--- src/shared/tw_pkg.sv ---
package tw_pkg;
    localparam int TW_AW = 8;
    localparam int TW_DW = 32;
    localparam logic [7:0] TW_OFS_CTRL_A = 8'h24;
    localparam logic [7:0] TW_OFS_COMP = 8'h28;
    localparam logic [7:0] TW_OFS_CMP_A = 8'h2c;
    localparam logic [7:0] TW_OFS_CMP_B = 8'h30;
    localparam logic [7:0] TW_OFS_COUNT = 8'h34;
    localparam logic [7:0] TW_OFS_STATUS = 8'h38;
    localparam logic [7:0] TW_OFS_MASK = 8'h3c;
    localparam logic [7:0] TW_OFS_PIN_DIR = 8'h40;
    localparam logic [7:0] TW_REG_RESET = 8'h00;
    localparam logic [7:0] TW_CTRL_A_WMASK = 8'hf3;
    localparam logic [7:0] TW_COMP_WMASK = 8'h09;
    localparam logic [7:0] TW_IRQ_WMASK = 8'h07;
    localparam logic [7:0] TW_DIR_WMASK = 8'h03;
    localparam int TW_COM_A_LO = 6;
    localparam int TW_COM_B_LO = 4;
    localparam int TW_WGM_LO = 0;
    localparam int TW_COMP_RUN = 0;
    localparam int TW_COMP_WGM_HI = 3;
    localparam int TW_ST_OVF = 0;
    localparam int TW_ST_MATCH_A = 1;
    localparam int TW_DIR_A = 0;
    localparam int TW_DIR_B = 1;
    localparam logic [7:0] TW_MAX = 8'hff;
    localparam logic [7:0] TW_BOTTOM = 8'h00;
    localparam logic [1:0] TW_COM_OFF = 2'h0;
    localparam logic [1:0] TW_COM_TOGGLE = 2'h1;
    localparam logic [1:0] TW_COM_CLEAR = 2'h2;
    localparam logic [1:0] TW_COM_SET = 2'h3;
    localparam logic [1:0] TW_RESP_OKAY = 2'h0;
    localparam logic [1:0] TW_RESP_SLVERR = 2'h2;

    typedef enum logic [2:0] {TW_NORMAL, TW_CTC, TW_FAST, TW_PHASE, TW_RESV} tw_count_t;

    function automatic tw_count_t tw_mode_kind(input logic [2:0] mode);
        case (mode)
            3'h0: return TW_NORMAL;
            3'h2: return TW_CTC;
            3'h3, 3'h7: return TW_FAST;
            3'h1, 3'h5: return TW_PHASE;
            default: return TW_RESV;
        endcase
    endfunction
endpackage

--- src/hw/tw_waveform_ctrl.sv ---
// Implementation choice: the AXI4-Lite interface to the registers.
`timescale 1ns/1ps
module tw_waveform_ctrl (
    // clock and reset
    input logic clk,
    input logic rst,
    // axi4-lite write
    input logic [tw_pkg::TW_AW-1:0] awaddr,
    input logic awvalid,
    output logic awready,
    input logic [tw_pkg::TW_DW-1:0] wdata,
    input logic [3:0] wstrb,
    input logic wvalid,
    output logic wready,
    output logic [1:0] bresp,
    output logic bvalid,
    input logic bready,
    // axi4-lite read
    input logic [tw_pkg::TW_AW-1:0] araddr,
    input logic arvalid,
    output logic arready,
    output logic [tw_pkg::TW_DW-1:0] rdata,
    output logic [1:0] rresp,
    output logic rvalid,
    input logic rready,
    // compare pins
    input logic port_out_a,
    input logic port_out_b,
    output logic pin_a_out,
    output logic pin_a_oe,
    output logic pin_b_out,
    output logic pin_b_oe,
    // interrupt
    output logic irq
);
    import tw_pkg::*;

    localparam int TW_WR_LAT_MIN = 1;
    localparam int TW_WR_LAT_MAX = 3;

    logic [7:0] ctrl_q, comp_q, mask_q, dir_q, st_q, count_q, top, rd_val, st_evt, st_clr;
    logic [7:0] cmp_buf_q [2];
    logic [7:0] cmp_act_q [2];
    logic [1:0] oc_q, hit, conn;
    logic [7:0] waddr_q, wdata_q;
    logic aw_held_q, w_held_q, wstrb_q, bvalid_q, rvalid_q, rd_ctrl_q, up_q;
    logic [1:0] bresp_q, rresp_q;
    logic [7:0] rdata_q;
    logic wr_fire, rd_fire, hb, run, at_top, ovf_evt, load, pwm;
    tw_count_t kind;

    function automatic logic addr_known(input logic [7:0] a);
        case (a)
            TW_OFS_CTRL_A, TW_OFS_COMP, TW_OFS_CMP_A, TW_OFS_CMP_B,
            TW_OFS_COUNT, TW_OFS_STATUS, TW_OFS_MASK, TW_OFS_PIN_DIR: return 1'b1;
            default: return 1'b0;
        endcase
    endfunction

    function automatic logic oc_next(input tw_count_t k, input logic [1:0] com,
        input logic tog_ok, input logic oc, input logic hit_i, input logic up,
        input logic top_evt, input logic cmp_top);
        logic r;
        r = oc;
        case (k)
            TW_NORMAL, TW_CTC: begin
                if (hit_i) begin
                    case (com)
                        TW_COM_TOGGLE: r = ~oc;
                        TW_COM_CLEAR: r = 1'b0;
                        TW_COM_SET: r = 1'b1;
                        default: r = oc;
                    endcase
                end
            end
            TW_FAST: begin
                if (com == TW_COM_TOGGLE) begin
                    if (hit_i && tog_ok) r = ~oc;
                end else if (com[1]) begin
                    // wrap wins over a match at TOP
                    if (top_evt) r = ~com[0];
                    else if (hit_i) r = com[0];
                end
            end
            TW_PHASE: begin
                if (com == TW_COM_TOGGLE) begin
                    if (hit_i && tog_ok) r = ~oc;
                end else if (com[1]) begin
                    if (top_evt && cmp_top) r = ~com[0];
                    else if (hit_i && !cmp_top) r = up ? com[0] : ~com[0];
                end
            end
            default: r = oc;
        endcase
        return r;
    endfunction

    // mode decode
    assign hb = comp_q[TW_COMP_WGM_HI];
    assign run = comp_q[TW_COMP_RUN];
    assign kind = tw_mode_kind({hb, ctrl_q[TW_WGM_LO +: 2]});
    assign pwm = (kind == TW_FAST) || (kind == TW_PHASE);
    assign top = ((kind == TW_CTC) || hb) ? cmp_act_q[0] : TW_MAX;
    assign at_top = (count_q == top);
    assign load = !pwm || (run && at_top);

    // axi handshakes
    assign awready = !aw_held_q;
    assign wready = !w_held_q;
    assign bvalid = bvalid_q;
    assign bresp = bresp_q;
    assign arready = !rvalid_q;
    assign rvalid = rvalid_q;
    assign rresp = rresp_q;
    assign rdata = {24'h000000, rdata_q};
    assign wr_fire = aw_held_q && w_held_q && !bvalid_q;
    assign rd_fire = arvalid && !rvalid_q;

    always_ff @(posedge clk) begin
        if (rst) begin
            aw_held_q <= 1'b0;
            w_held_q <= 1'b0;
            waddr_q <= 8'h00;
            wdata_q <= 8'h00;
            wstrb_q <= 1'b0;
            bvalid_q <= 1'b0;
            bresp_q <= TW_RESP_OKAY;
        end else begin
            if (awvalid && !aw_held_q) begin
                aw_held_q <= 1'b1;
                waddr_q <= awaddr;
            end
            if (wvalid && !w_held_q) begin
                w_held_q <= 1'b1;
                wdata_q <= wdata[7:0];
                wstrb_q <= wstrb[0];
            end
            if (wr_fire) begin
                aw_held_q <= 1'b0;
                w_held_q <= 1'b0;
                bvalid_q <= 1'b1;
                bresp_q <= addr_known(waddr_q) ? TW_RESP_OKAY : TW_RESP_SLVERR;
            end else if (bvalid_q && bready) begin
                bvalid_q <= 1'b0;
            end
        end
    end

    // register file
    always_ff @(posedge clk) begin
        if (rst) begin
            ctrl_q <= TW_REG_RESET;
            comp_q <= TW_REG_RESET;
            cmp_buf_q[0] <= TW_REG_RESET;
            cmp_buf_q[1] <= TW_REG_RESET;
            mask_q <= TW_REG_RESET;
            dir_q <= TW_REG_RESET;
        end else if (wr_fire && wstrb_q) begin
            case (waddr_q)
                TW_OFS_CTRL_A: ctrl_q <= wdata_q & TW_CTRL_A_WMASK;
                TW_OFS_COMP: comp_q <= wdata_q & TW_COMP_WMASK;
                TW_OFS_CMP_A: cmp_buf_q[0] <= wdata_q;
                TW_OFS_CMP_B: cmp_buf_q[1] <= wdata_q;
                TW_OFS_MASK: mask_q <= wdata_q & TW_IRQ_WMASK;
                TW_OFS_PIN_DIR: dir_q <= wdata_q & TW_DIR_WMASK;
                default: ;
            endcase
        end
    end

    always_comb begin
        case (araddr)
            TW_OFS_CTRL_A: rd_val = ctrl_q;
            TW_OFS_COMP: rd_val = comp_q;
            TW_OFS_CMP_A: rd_val = cmp_buf_q[0];
            TW_OFS_CMP_B: rd_val = cmp_buf_q[1];
            TW_OFS_COUNT: rd_val = count_q;
            TW_OFS_STATUS: rd_val = st_q;
            TW_OFS_MASK: rd_val = mask_q;
            TW_OFS_PIN_DIR: rd_val = dir_q;
            default: rd_val = 8'h00;
        endcase
    end

    always_ff @(posedge clk) begin
        if (rst) begin
            rvalid_q <= 1'b0;
            rdata_q <= 8'h00;
            rresp_q <= TW_RESP_OKAY;
            rd_ctrl_q <= 1'b0;
        end else if (rd_fire) begin
            rvalid_q <= 1'b1;
            rdata_q <= rd_val;
            rresp_q <= addr_known(araddr) ? TW_RESP_OKAY : TW_RESP_SLVERR;
            rd_ctrl_q <= (araddr == TW_OFS_CTRL_A);
        end else if (rvalid_q && rready) begin
            rvalid_q <= 1'b0;
        end
    end

    // sticky status, read clears, set wins
    assign st_clr = (rd_fire && araddr == TW_OFS_STATUS) ? 8'hff : 8'h00;
    assign st_evt = {5'h00, hit, ovf_evt};
    assign irq = |(st_q & mask_q);

    always_ff @(posedge clk) begin
        if (rst) st_q <= TW_REG_RESET;
        else st_q <= (st_q & ~st_clr) | st_evt;
    end

    always_comb begin
        case (kind)
            TW_NORMAL, TW_CTC: ovf_evt = run && (count_q == TW_MAX);
            TW_FAST: ovf_evt = run && at_top;
            TW_PHASE: ovf_evt = run && (count_q == TW_BOTTOM);
            default: ovf_evt = 1'b0;
        endcase
    end

    // counter
    always_ff @(posedge clk) begin
        if (rst) begin
            count_q <= TW_BOTTOM;
            up_q <= 1'b1;
        end else if (run) begin
            case (kind)
                TW_NORMAL: count_q <= count_q + 8'h01;
                TW_CTC, TW_FAST: count_q <= at_top ? TW_BOTTOM : count_q + 8'h01;
                TW_PHASE: begin
                    if (up_q) begin
                        if (count_q >= top) begin
                            up_q <= 1'b0;
                            count_q <= (count_q == TW_BOTTOM) ? count_q : count_q - 8'h01;
                        end else begin
                            count_q <= count_q + 8'h01;
                        end
                    end else if (count_q == TW_BOTTOM) begin
                        up_q <= 1'b1;
                        count_q <= (top == TW_BOTTOM) ? count_q : count_q + 8'h01;
                    end else begin
                        count_q <= count_q - 8'h01;
                    end
                end
                default: count_q <= count_q;
            endcase
            if (!pwm) up_q <= 1'b1;
        end
    end

    // compare channels
    for (genvar ch = 0; ch < 2; ch++) begin : g_chan
        localparam int LO = (ch == 0) ? TW_COM_A_LO : TW_COM_B_LO;
        logic [1:0] com;
        logic tog_ok;
        assign com = ctrl_q[LO +: 2];
        assign tog_ok = (ch == 0) && hb;
        assign hit[ch] = run && (count_q == cmp_act_q[ch]);
        assign conn[ch] = (com != TW_COM_OFF) && !(pwm && com == TW_COM_TOGGLE && !tog_ok && ch == 0);

        always_ff @(posedge clk) begin
            if (rst) cmp_act_q[ch] <= TW_REG_RESET;
            else if (load) cmp_act_q[ch] <= cmp_buf_q[ch];
        end

        always_ff @(posedge clk) begin
            if (rst) oc_q[ch] <= 1'b0;
            else if (run) oc_q[ch] <= oc_next(kind, com, tog_ok, oc_q[ch], hit[ch], up_q,
                at_top, cmp_act_q[ch] == top);
        end
    end

    // pin routing
    assign pin_a_out = conn[0] ? oc_q[0] : port_out_a;
    assign pin_b_out = conn[1] ? oc_q[1] : port_out_b;
    assign pin_a_oe = dir_q[TW_DIR_A];
    assign pin_b_oe = dir_q[TW_DIR_B];
endmodule // tw_waveform_ctrl

--- config.mk ---
export PLATFORM = sky130hd
export DESIGN_NAME = tw_waveform_ctrl
export DESIGN_NICKNAME = d
export VERILOG_FILES = /design/src/shared/tw_pkg.sv /design/src/hw/tw_waveform_ctrl.sv
export SDC_FILE = /design/constraint.sdc
export NUM_CORES = 1
export LEC_CHECK = 0
export ABC_AREA = 1
export BUFFER_PORTS_ARGS = -buffer_cell sky130_fd_sc_hd__clkbuf_2
export CAP_MARGIN = 25
export CORE_MARGIN = 2
export CORE_UTILIZATION = 45
export DETAILED_ROUTE_END_ITERATION = 12
export HOLD_SLACK_MARGIN = 0.08
export PLACE_DENSITY_LB_ADDON = 0.05
export SLEW_MARGIN = 20
export SYNTH_ARGS = -nofsm -noshare
export SYNTH_HDL_FRONTEND = slang
export SYNTH_SLANG_ARGS = --single-unit
--- constraint.sdc ---
create_clock -name clk -period 5 [get_ports clk]
set_clock_uncertainty 0.2 [all_clocks]
set_input_delay 1 -clock clk [delete_from_list [all_inputs] [get_ports clk]]
set_output_delay 1 -clock clk [all_outputs]
set_load 0.005 [all_outputs]
Word level (Yosys, flattened, before mapping)
Memories as Yosys holds them, arrays and structs flattened.
Index checks and enable logic that the tools add are counted.
Word-level totals
  bits in registers: 65
  RAM bits: 32
  bits of input ports: 61
  output and inout bits: 46
  memories: 2
Memories
  cmp_act_q: depth 2, width 8, read ports 2, clocked after Yosys merged registers in 0, wr ports 2, line tw_waveform_ctrl.sv:43  | logic [7:0] cmp_act_q [2];
  cmp_buf_q: depth 2, width 8, read ports 2, clocked after Yosys merged registers in 0, wr ports 2, line tw_waveform_ctrl.sv:42  | logic [7:0] cmp_buf_q [2];
Operators by class
  $add $sub $neg: 2
  order comparisons: 1
  equality and inequality tests: 53
  multiplexer cells: 73
  bitwise gates (word level): 12
  reduce and logical (&&, ||, !) cells: 60
Operators by type and width (count)
  equality test 8 x 6 -> 1 bit, second input constant: 14
  2-to-1 mux 8 bit: 12
  one-hot mux 8 bit (8 select lines): 1
  2-to-1 mux 1 bit: 51
  equality test 8 bit: 5
  one-hot mux 8 bit (3 select lines): 1
  OR reduction 8 bit: 3
  logical AND 1 bit: 22
  equality test 8 x 7 -> 1 bit, second input constant: 2
  logical NOT 8 bit: 2
  one-hot mux 1 bit (3 select lines): 5
  equality test 3 x 2 -> 1 bit, second input constant: 4
  != test 2 bit, second input constant: 6
  one-hot mux 3 bit (4 select lines): 1
  AND reduction 10 bit: 1
  AND reduction 2 bit: 5
  OR reduction 2 bit: 5
  logical NOT 1 bit: 9
  adder 8 x 1 -> 8 bit, second input constant: 1
  AND 8 x 3 -> 8 bit: 1
  AND 8 bit: 1
  equality test 2 bit, second input constant: 4
  equality test 8 bit, second input constant: 1
  >= comparator 8 bit: 1
  23 further kinds: 43

Logic depth before layout (Yosys ltp)
Gate-level depths: netlist of the first run.
  depth after elaboration: 14
  gate-level depth with buffers: 21
  depth with buffers taken out: 19

Least setup slack after synthesis of the first run
OpenSTA, ideal clock, no wires.
  kind: register to register
  start point: register ctrl_q[0]
  end point: register count_q[4]
  arrival time: 2.197 ns
  data required time: 4.691 ns
  setup slack: 2.494 ns
  stages on the path, launching flop included: 22
  buffers on the path: 2
  clock period less this slack: 2.506 ns
  cells stage by stage: dfxtp_1 -> buf_6 -> inv_4 -> nand2_2 -> nand2_4 -> buf_8 -> nand2_1 -> inv_1 -> ha_1 -> nand2_1 -> nor2_1 -> nand2_1 -> inv_2 -> nor2_1 -> o211ai_1 -> nand2_1 -> nand2_1 -> nand2_1 -> nand2_1 -> nand3_1 -> nand2_1 -> inv_1
On the way
  cells in the longest elaborated chain, start to end: 10
  elaborated cells between the ends (all ways): 27
Ends and longest elaborated chain
  start, declared: line tw_waveform_ctrl.sv:41  | logic [7:0] ctrl_q, comp_q, mask_q, dir_q, st_q, count_q, top, rd_val, st_evt, st_clr;
  start signal, assigned: line tw_waveform_ctrl.sv:160  | TW_OFS_CTRL_A: ctrl_q <= wdata_q & TW_CTRL_A_WMASK;
  equality test 3 x 1 -> 1 bit (tied with other cells): line tw_pkg.sv:38  | case (mode)
  OR reduction 2 bit: line tw_pkg.sv:38
  one-hot mux 3 bit (4 select lines) *: line tw_pkg.sv:38
  equality test 3 x 1 -> 1 bit: line tw_waveform_ctrl.sv:103, tw_waveform_ctrl.sv:226
  logical OR 1 bit: line tw_waveform_ctrl.sv:103  | assign top = ((kind == TW_CTC) || hb) ? cmp_act_q[0] : TW_MAX;
  2-to-1 mux 8 bit: line tw_waveform_ctrl.sv:103
  >= comparator 8 bit: line tw_waveform_ctrl.sv:231  | if (count_q >= top) begin
  2-to-1 mux 8 bit: line tw_waveform_ctrl.sv:231
  2-to-1 mux 8 bit: line tw_waveform_ctrl.sv:230  | if (up_q) begin
  one-hot mux 8 bit (3 select lines): line tw_waveform_ctrl.sv:226  | case (kind)
  end signal, assigned: line tw_waveform_ctrl.sv:227  | TW_NORMAL: count_q <= count_q + 8'h01;
  end signal, assigned: line tw_waveform_ctrl.sv:228  | TW_CTC, TW_FAST: count_q <= at_top ? TW_BOTTOM : count_q + 8'h01;
  end signal, assigned: line tw_waveform_ctrl.sv:233  | count_q <= (count_q == TW_BOTTOM) ? count_q : count_q - 8'h01;
  end, declared: line tw_waveform_ctrl.sv:41
Mark *: on every way between the ends. The rest lies on a longest branch, timed or not.
A chain may end at the register's enable or synchronous reset.

Final worst setup path of the first run
Same ends and word-level chain as after synthesis.

==> results.sh, run 1 <==
export IMPL_status="completed"
export IMPL_ctsHoldBuffers=0
export IMPL_crit_chain="inv_4 > nand2_2 > nand2_4 > nand2_1 > inv_1 > ha_1 > nand2_1 > nor2_1 > nand2_1 > inv_2 > nor2_1 > o211ai_1 > nand2_1 > nand2_1 > nand2_1 > nand2_1 > nand3_1 > nand2_1 > inv_1"
export IMPL_max_freq_ghz=0.313
export IMPL_syn_area_mm2=0.00548
export IMPL_ios=107
export IMPL_first_global_vias=4507
export IMPL_dpl_cell_count=951
export IMPL_routed_wl_mm=14.3
export IMPL_tightestPinTransition_ps=731
export IMPL_maxCapViolations=0
export IMPL_highest_layer="met4"
export IMPL_clock_latency_ps=350
export IMPL_hold_violations=0
export IMPL_fin_area_mm2=0.00605
export IMPL_drv_slew=0
export IMPL_place_hpwl_mm=11.3
export IMPL_worstPathRequired_ps=5060
export IMPL_die_width_um=114
export IMPL_postSynthCellCount=768
export IMPL_yosysWarnings=0
export IMPL_synth_area_leader_cell="dfxtp_1"
export IMPL_yosys_top_cells_area="dfxtp_1 (23%), edfxtp_1 (18%), nand2_1 (11%)"
export IMPL_period_share_pct=63.8
export IMPL_clock_sinks=95
export IMPL_htree_levels=3
export IMPL_nets=886
export IMPL_avgViaCountPerCell=5.12
export IMPL_dieArea_mm2=0.0131
export IMPL_avgSynthCellArea_um2=7.14
export IMPL_ys_ff_latch=95
export IMPL_cts_tree="built"
export IMPL_wl_met3_um=577
export IMPL_dr_wl_met2_mm=6.89
export IMPL_finalSetupViolCount=0
export IMPL_pwr_density_cell_mw_per_mm2=274
export IMPL_max_slew_margin_pct=51.1
export IMPL_fp_dieH_um=114
export IMPL_drtAntennaViolNets=0
export IMPL_fill_cells=1233
export IMPL_synth_cell_types=41
export IMPL_cts_root_buf="clkbuf_16"
export IMPL_grt_overflow=0
export IMPL_routedWlPerCell_um=14.8
export IMPL_first_pass_iters=5
export IMPL_ctsResizeCount=0
export IMPL_path_buf_inv=4
export IMPL_peakVddDrop_mv=0.200
export IMPL_gp_routability_congestion=0.933
export IMPL_max_stage_delay_ps=580
export IMPL_initial_utilization_pct=45.8
export IMPL_post_cts_buffers=0
export IMPL_num_vias=4948
export IMPL_placed_cell_area_mm2=0.00575
export IMPL_crit_fanout=16
export IMPL_leakagePower_nw=2.76
export IMPL_ys_seq_area_share_pct=40.5
export IMPL_n_antenna_cell=0
export IMPL_grt_pass1_wl_mm=22.4
export IMPL_clk_pin_slew_worst_paths_ps=70
export IMPL_grt_max_degree=33
export IMPL_arrival_ps=3250
export IMPL_placementRows=40
export IMPL_synth_top_cell_area_share_pct=23.0
export IMPL_antenna_found_initial=0
export IMPL_hold_path_class="reg2reg"
export IMPL_drive_gt1_share_pct=10.9
export IMPL_cts_made_buffers=9
export IMPL_io_buffers=53
export IMPL_cpMaxStageDelayCell="dfxtp_1"
export IMPL_critPathLaunchType="register"
export IMPL_tns_ps=0
export IMPL_areaGrowthSynthToFinish_pct=10.5
export IMPL_cp_top_family="simple AND/OR/NAND/NOR gates"
export IMPL_rsz0062_at_grt="false"
export IMPL_wl_met1_mm=6.45
export IMPL_crit_type="reg2reg"
export IMPL_min_period_ps=3190
export IMPL_cp_common_cell="nand2_1"
export IMPL_drtIter0Drc=338
export IMPL_track_usage_pct=22.5
export IMPL_fin_cells=967
export IMPL_drc_errors=0
export IMPL_coreArea_mm2=0.0120
export IMPL_end_kind="register"
export IMPL_cts_path_max_buffers=2
-- sequential cells by signal, summed over array words and instances, names as in the netlist, 2 cells and up --
register / flops
cmp_act_q: 16
cmp_buf_q: 16
comp_q: 2
count_q: 8
ctrl_q: 6
dir_q: 2
mask_q: 3
oc_q: 2
rdata_q: 8
st_q: 8
waddr_q: 8
wdata_q: 8
-- cell usage after synthesis, drive strengths merged --
cell type and n:
o2111ai 1, nor3 15, a21oi 47, buf 34
nor2 108, nand3b 5, a211oi 11, o31ai 3
nor4 4, ha 10, o211ai 4, xnor2 4
o22ai 12, o21ai 50, edfxtp 32, nand2 169
dfxtp 63, or2 1, conb 1, clkbuf 11
nand4 12, a31oi 3, inv 120, o21a 1
o221ai 6, xor2 11, nand3 30
-- kinds of logic (layout without fill, tap and decap cells) --
group                    count (synthesis)  in the layout  share of synthesized area (%)
buffers and inverters                  165            192                           13.8
other                                    1             26                         0.0684
AND/OR/NAND/NOR                        344            344                           26.6
AO/OA/AOI/OAI                          138            138                           14.4
adder cells (fa/ha/maj)                 10             10                           2.28
XOR/XNOR                                15             15                           2.40
flip-flops                              95             95                           40.5
-- report_power, final --
part	leakage (nW)	total (W)	switching [W]	internal, W
Clock	0.155	0.000713	0.000296	0.000417
Combinational	1.73	0.000112	0.0000763	0.0000353
Sequential	0.868	0.000832	0.0000122	0.000820
Total	2.76	0.00166	0.000384	0.00127
-- per-stage QoR --
step | setup slack, ps | hold slack (ps) | utilization (%) | total power, W
2_1_floorplan | 2490 | 217 | - | 0.000933
3_3_place_gp | 1830 | 224 | 48.0 | 0.000957
3_5_place_dp | 1830 | 228 | 48.0 | 0.000961
4_1_cts | 1810 | 238 | 50.6 | 0.00167
5_1_grt | 1360 | 273 | 50.6 | 0.00173
6_report | 1810 | 238 | 50.6 | 0.00166
-- worst paths after layout --
check | cells after the start | slack [ps] | from | to
worst max-delay path | 19 | 1810 | ctrl_q[0] | count_q[4]
worst min-delay path | 2 | 240 | st_q[7] | st_q[7]
worst max register to register | 19 | 1810 | ctrl_q[0] | count_q[4]
worst min register to register | 2 | 240 | st_q[7] | st_q[7]
-- worst min-delay path: stages (launching register included) --
cell	delay (ps)
dfxtp_1	300
inv_1	60
nor2_1	40
-- metal layers --
metal / vias up / global-route usage [%]
met5: - / 0
met4: 0 / 11.1
met3: 27 / 3.65
met2: 134 / 37.2
met1: 2242 / 28.8
li1: 2545 / -
-- cells in the final DEF, fill, tap and decap left out, types with 2 or more instances in the layout --
cell type | Yosys | routed
clkbuf_2 | 1 | 53
dfxtp_1 | 63 | 63
inv_2 | 4 | 4
nand4_1 | 12 | 12
nor2_2 | 4 | 4
inv_1 | 114 | 114
a211oi_1 | 11 | 11
nor2_1 | 103 | 103
a31oi_1 | 3 | 3
conb_1 | 1 | 26
o31ai_1 | 2 | 2
nor4_1 | 3 | 3
nor3_1 | 15 | 15
inv_4 | 2 | 2
ha_1 | 10 | 10
nand3_1 | 29 | 29
nand2_4 | 2 | 2
o21ai_1 | 5 | 5
nand2_1 | 166 | 166
xnor2_1 | 4 | 4
edfxtp_1 | 32 | 32
o221ai_1 | 6 | 6
o22ai_1 | 12 | 12
clkinv_2 | 0 | 3
o21ai_0 | 45 | 45
xor2_1 | 11 | 11
a21oi_1 | 47 | 47
clkbuf_16 | 0 | 10
buf_4 | 28 | 3
o211ai_1 | 4 | 4
nand3b_1 | 5 | 5
-- final cells by class --
cell class                 count  area (um2)  area share [%]
sequential                    95        2220            36.7
tap                          147         184            3.04
multi-input combinational    533        2600            42.9
inverter                     120         455            7.52
clock inverter                 5        53.8           0.889
timing repair buffer          56         288            4.75
clock buffer                  11         254            4.20
No activity file was read; power rests on OpenSTA's default activity.
==> run 2: changes to the inputs <==
Clock period 5 ns to 2.89 ns, I/O delays scaled along.
==> run 2 against run 1 <==
Net effect:
- maximum frequency increased by 20%
- global-route usage increased by 0.71 points
- worst setup slack got worse by 1600 ps
- flip-flop and latch count unchanged
- sequential share of layout area decreased by 0.41 points
- total power increased by 65%
- highest routed layer unchanged
==> results.sh, run 2 (synthesized netlist as in run 1, its figures left out) <==
export IMPL_drc_errors=0
export IMPL_n_antenna_cell=0
export IMPL_r2r_setup_slack_ps=240
export IMPL_coreArea_mm2=0.0120
export IMPL_min_period_ps=2650
export IMPL_post_cts_buffers=0
export IMPL_cts_made_buffers=9
export IMPL_track_usage_pct=23.3
export IMPL_gp_routability_congestion=0.921
export IMPL_r2r_start="ctrl_q[0]"
export IMPL_period_share_pct=91.8
export IMPL_p_int_w=0.00206
export IMPL_grt_overflow=0
export IMPL_hold_violations=0
export IMPL_place_ws_ps=171
export IMPL_worst_r2r_cell_count=19
export IMPL_p_seq_share_pct=52.7
export IMPL_initial_utilization_pct=45.8
export IMPL_dieArea_mm2=0.0131
export IMPL_fin_cells=978
export IMPL_cts_path_max_buffers=2
export IMPL_power_switching_w=0.000670
export IMPL_die_width_um=114
export IMPL_antenna_found_initial=0
export IMPL_mostFrequentLayoutCell="nand2_1"
export IMPL_switching_share_pct=24.5
export IMPL_cp_top_family="simple AND/OR/NAND/NOR gates"
export IMPL_drtAntennaViolNets=0
export IMPL_clock_latency_ps=360
export IMPL_dr_wl_met2_mm=6.73
export IMPL_arrival_ps=2710
export IMPL_layout_common_cells="nand2_1 (163), inv_1 (114), nor2_1 (102)"
export IMPL_nets=897
export IMPL_fin_area_mm2=0.00612
export IMPL_num_vias=5043
export IMPL_wl_met1_mm=6.18
export IMPL_cpMaxStageDelayCell="dfxtp_1"
export IMPL_clock_sinks=95
export IMPL_maxCapViolations=0
export IMPL_grt_pass1_wl_mm=23.3
export IMPL_fp_dieH_um=114
export IMPL_max_stage_delay_ps=370
export IMPL_ctsResizeCount=0
export IMPL_tns_ps=0
export IMPL_cp_depth=19
export IMPL_crit_chain="inv_4 > nand2_2 > nand2_4 > nand2_2 > inv_1 > ha_1 > nand2_1 > nor2_2 > nand2_2 > inv_2 > nor2_1 > o211ai_1 > nand2_1 > nand2_2 > nand2_1 > nand2_1 > nand3_1 > nand2_1 > inv_1"
export IMPL_crit_fanout=16
export IMPL_place_hpwl_mm=11.4
export IMPL_finalPower_w=0.00273
export IMPL_first_pass_iters=6
export IMPL_cts_root_buf="clkbuf_16"
export IMPL_drtIter0Drc=341
export IMPL_setup_ws_ps=237
export IMPL_peakVddDrop_mv=0.306
export IMPL_fill_cells=1298
export IMPL_io_buffers=53
export IMPL_worstPathRequired_ps=2950
export IMPL_grt_max_degree=28
export IMPL_pwr_share_clk_pct=40.3
export IMPL_reg2reg_to="count_q[4]"
export IMPL_rsz0062_at_grt="false"
export IMPL_max_slew_margin_pct=60.9
export IMPL_htree_levels=3
export IMPL_clk_pin_slew_worst_paths_ps=70
export IMPL_tightestPinTransition_ps=584
export IMPL_end_kind="register"
export IMPL_dpl_cell_count=962
export IMPL_endpoint="count_q[4]"
export IMPL_hold_path_class="in2reg"
export IMPL_pwr_share_comb_pct=7.1
export IMPL_highest_layer="met4"
export IMPL_areaGrowthSynthToFinish_pct=11.7
export IMPL_avgViaCountPerCell=5.16
export IMPL_cp_common_cell="nand2_1"
export IMPL_leakagePower_nw=2.79
export IMPL_placementRows=40
export IMPL_hp_start="bready"
export IMPL_finalSetupViolCount=0
export IMPL_ios=107
export IMPL_crit_type="reg2reg"
export IMPL_status="completed"
export IMPL_pwr_density_cell_mw_per_mm2=446
export IMPL_routed_wl_mm=14.4
export IMPL_cts_tree="built"
export IMPL_wl_met3_um=664
export IMPL_worstSetupStartpoint="ctrl_q[0]"
export IMPL_max_freq_ghz=0.377
export IMPL_routedWlPerCell_um=14.7
export IMPL_placed_cell_area_mm2=0.00584
export IMPL_first_global_vias=4783
export IMPL_path_buf_inv=4
export IMPL_ctsHoldBuffers=0
export IMPL_drv_slew=0
export IMPL_top_regs="cmp_act_q x16, cmp_buf_q x16"
export IMPL_critPathLaunchType="register"
export IMPL_drive_gt1_share_pct=12.6
==> run 2: worst min-delay path by stage <==
stage	depth (start not counted)	end	slack, ps
6_report	2	bvalid	220
5_1_grt	2	bvalid	230
4_1_cts	2	bvalid	210
3_5_place_dp	2	st_q[4]	240
3_3_place_gp	2	st_q[5]	230
2_1_floorplan	2	st_q[3]	220
==> run 2: power by group through the flow <==
stage | combinational (W) | sequential, W | clock [W]
6_report | 0.000193 | 0.00144 | 0.00110
5_1_grt | 0.000223 | 0.00144 | 0.00117
4_1_cts | 0.000194 | 0.00144 | 0.00112
3_5_place_dp | 0.000193 | 0.00147 | 0
3_3_place_gp | 0.000189 | 0.00147 | 0
2_1_floorplan | 0.000150 | 0.00146 | 0
==> run 2: layout make-up <==
class / count / area, um2 / share of cell area, %
Clock buffer: 10 / 229 / 3.74
Clock inverter: 6 / 37.5 / 0.613
Inverter: 120 / 455 / 7.44
Multi-Input combinational cell: 533 / 2610 / 42.7
Sequential cell: 95 / 2220 / 36.3
Tap cell: 147 / 184 / 3.00
Timing Repair Buffer: 67 / 383 / 6.25
==> run 2: stage by stage <==
step                      hold slack, ps  utilization [%]
after floorplan                      217                -
final                                220             51.2
after global placement               225             48.8
after CTS                            211             51.1
after global routing                 232             51.2
after detailed placement             240             48.8
==> run 2: layer usage <==
layer  global-route usage [%]  up-vias
met1                     28.0     2272
met3                     4.13       49
met4                     15.6        0
met2                     38.1      158
li1                         -     2564
met5                        0        -
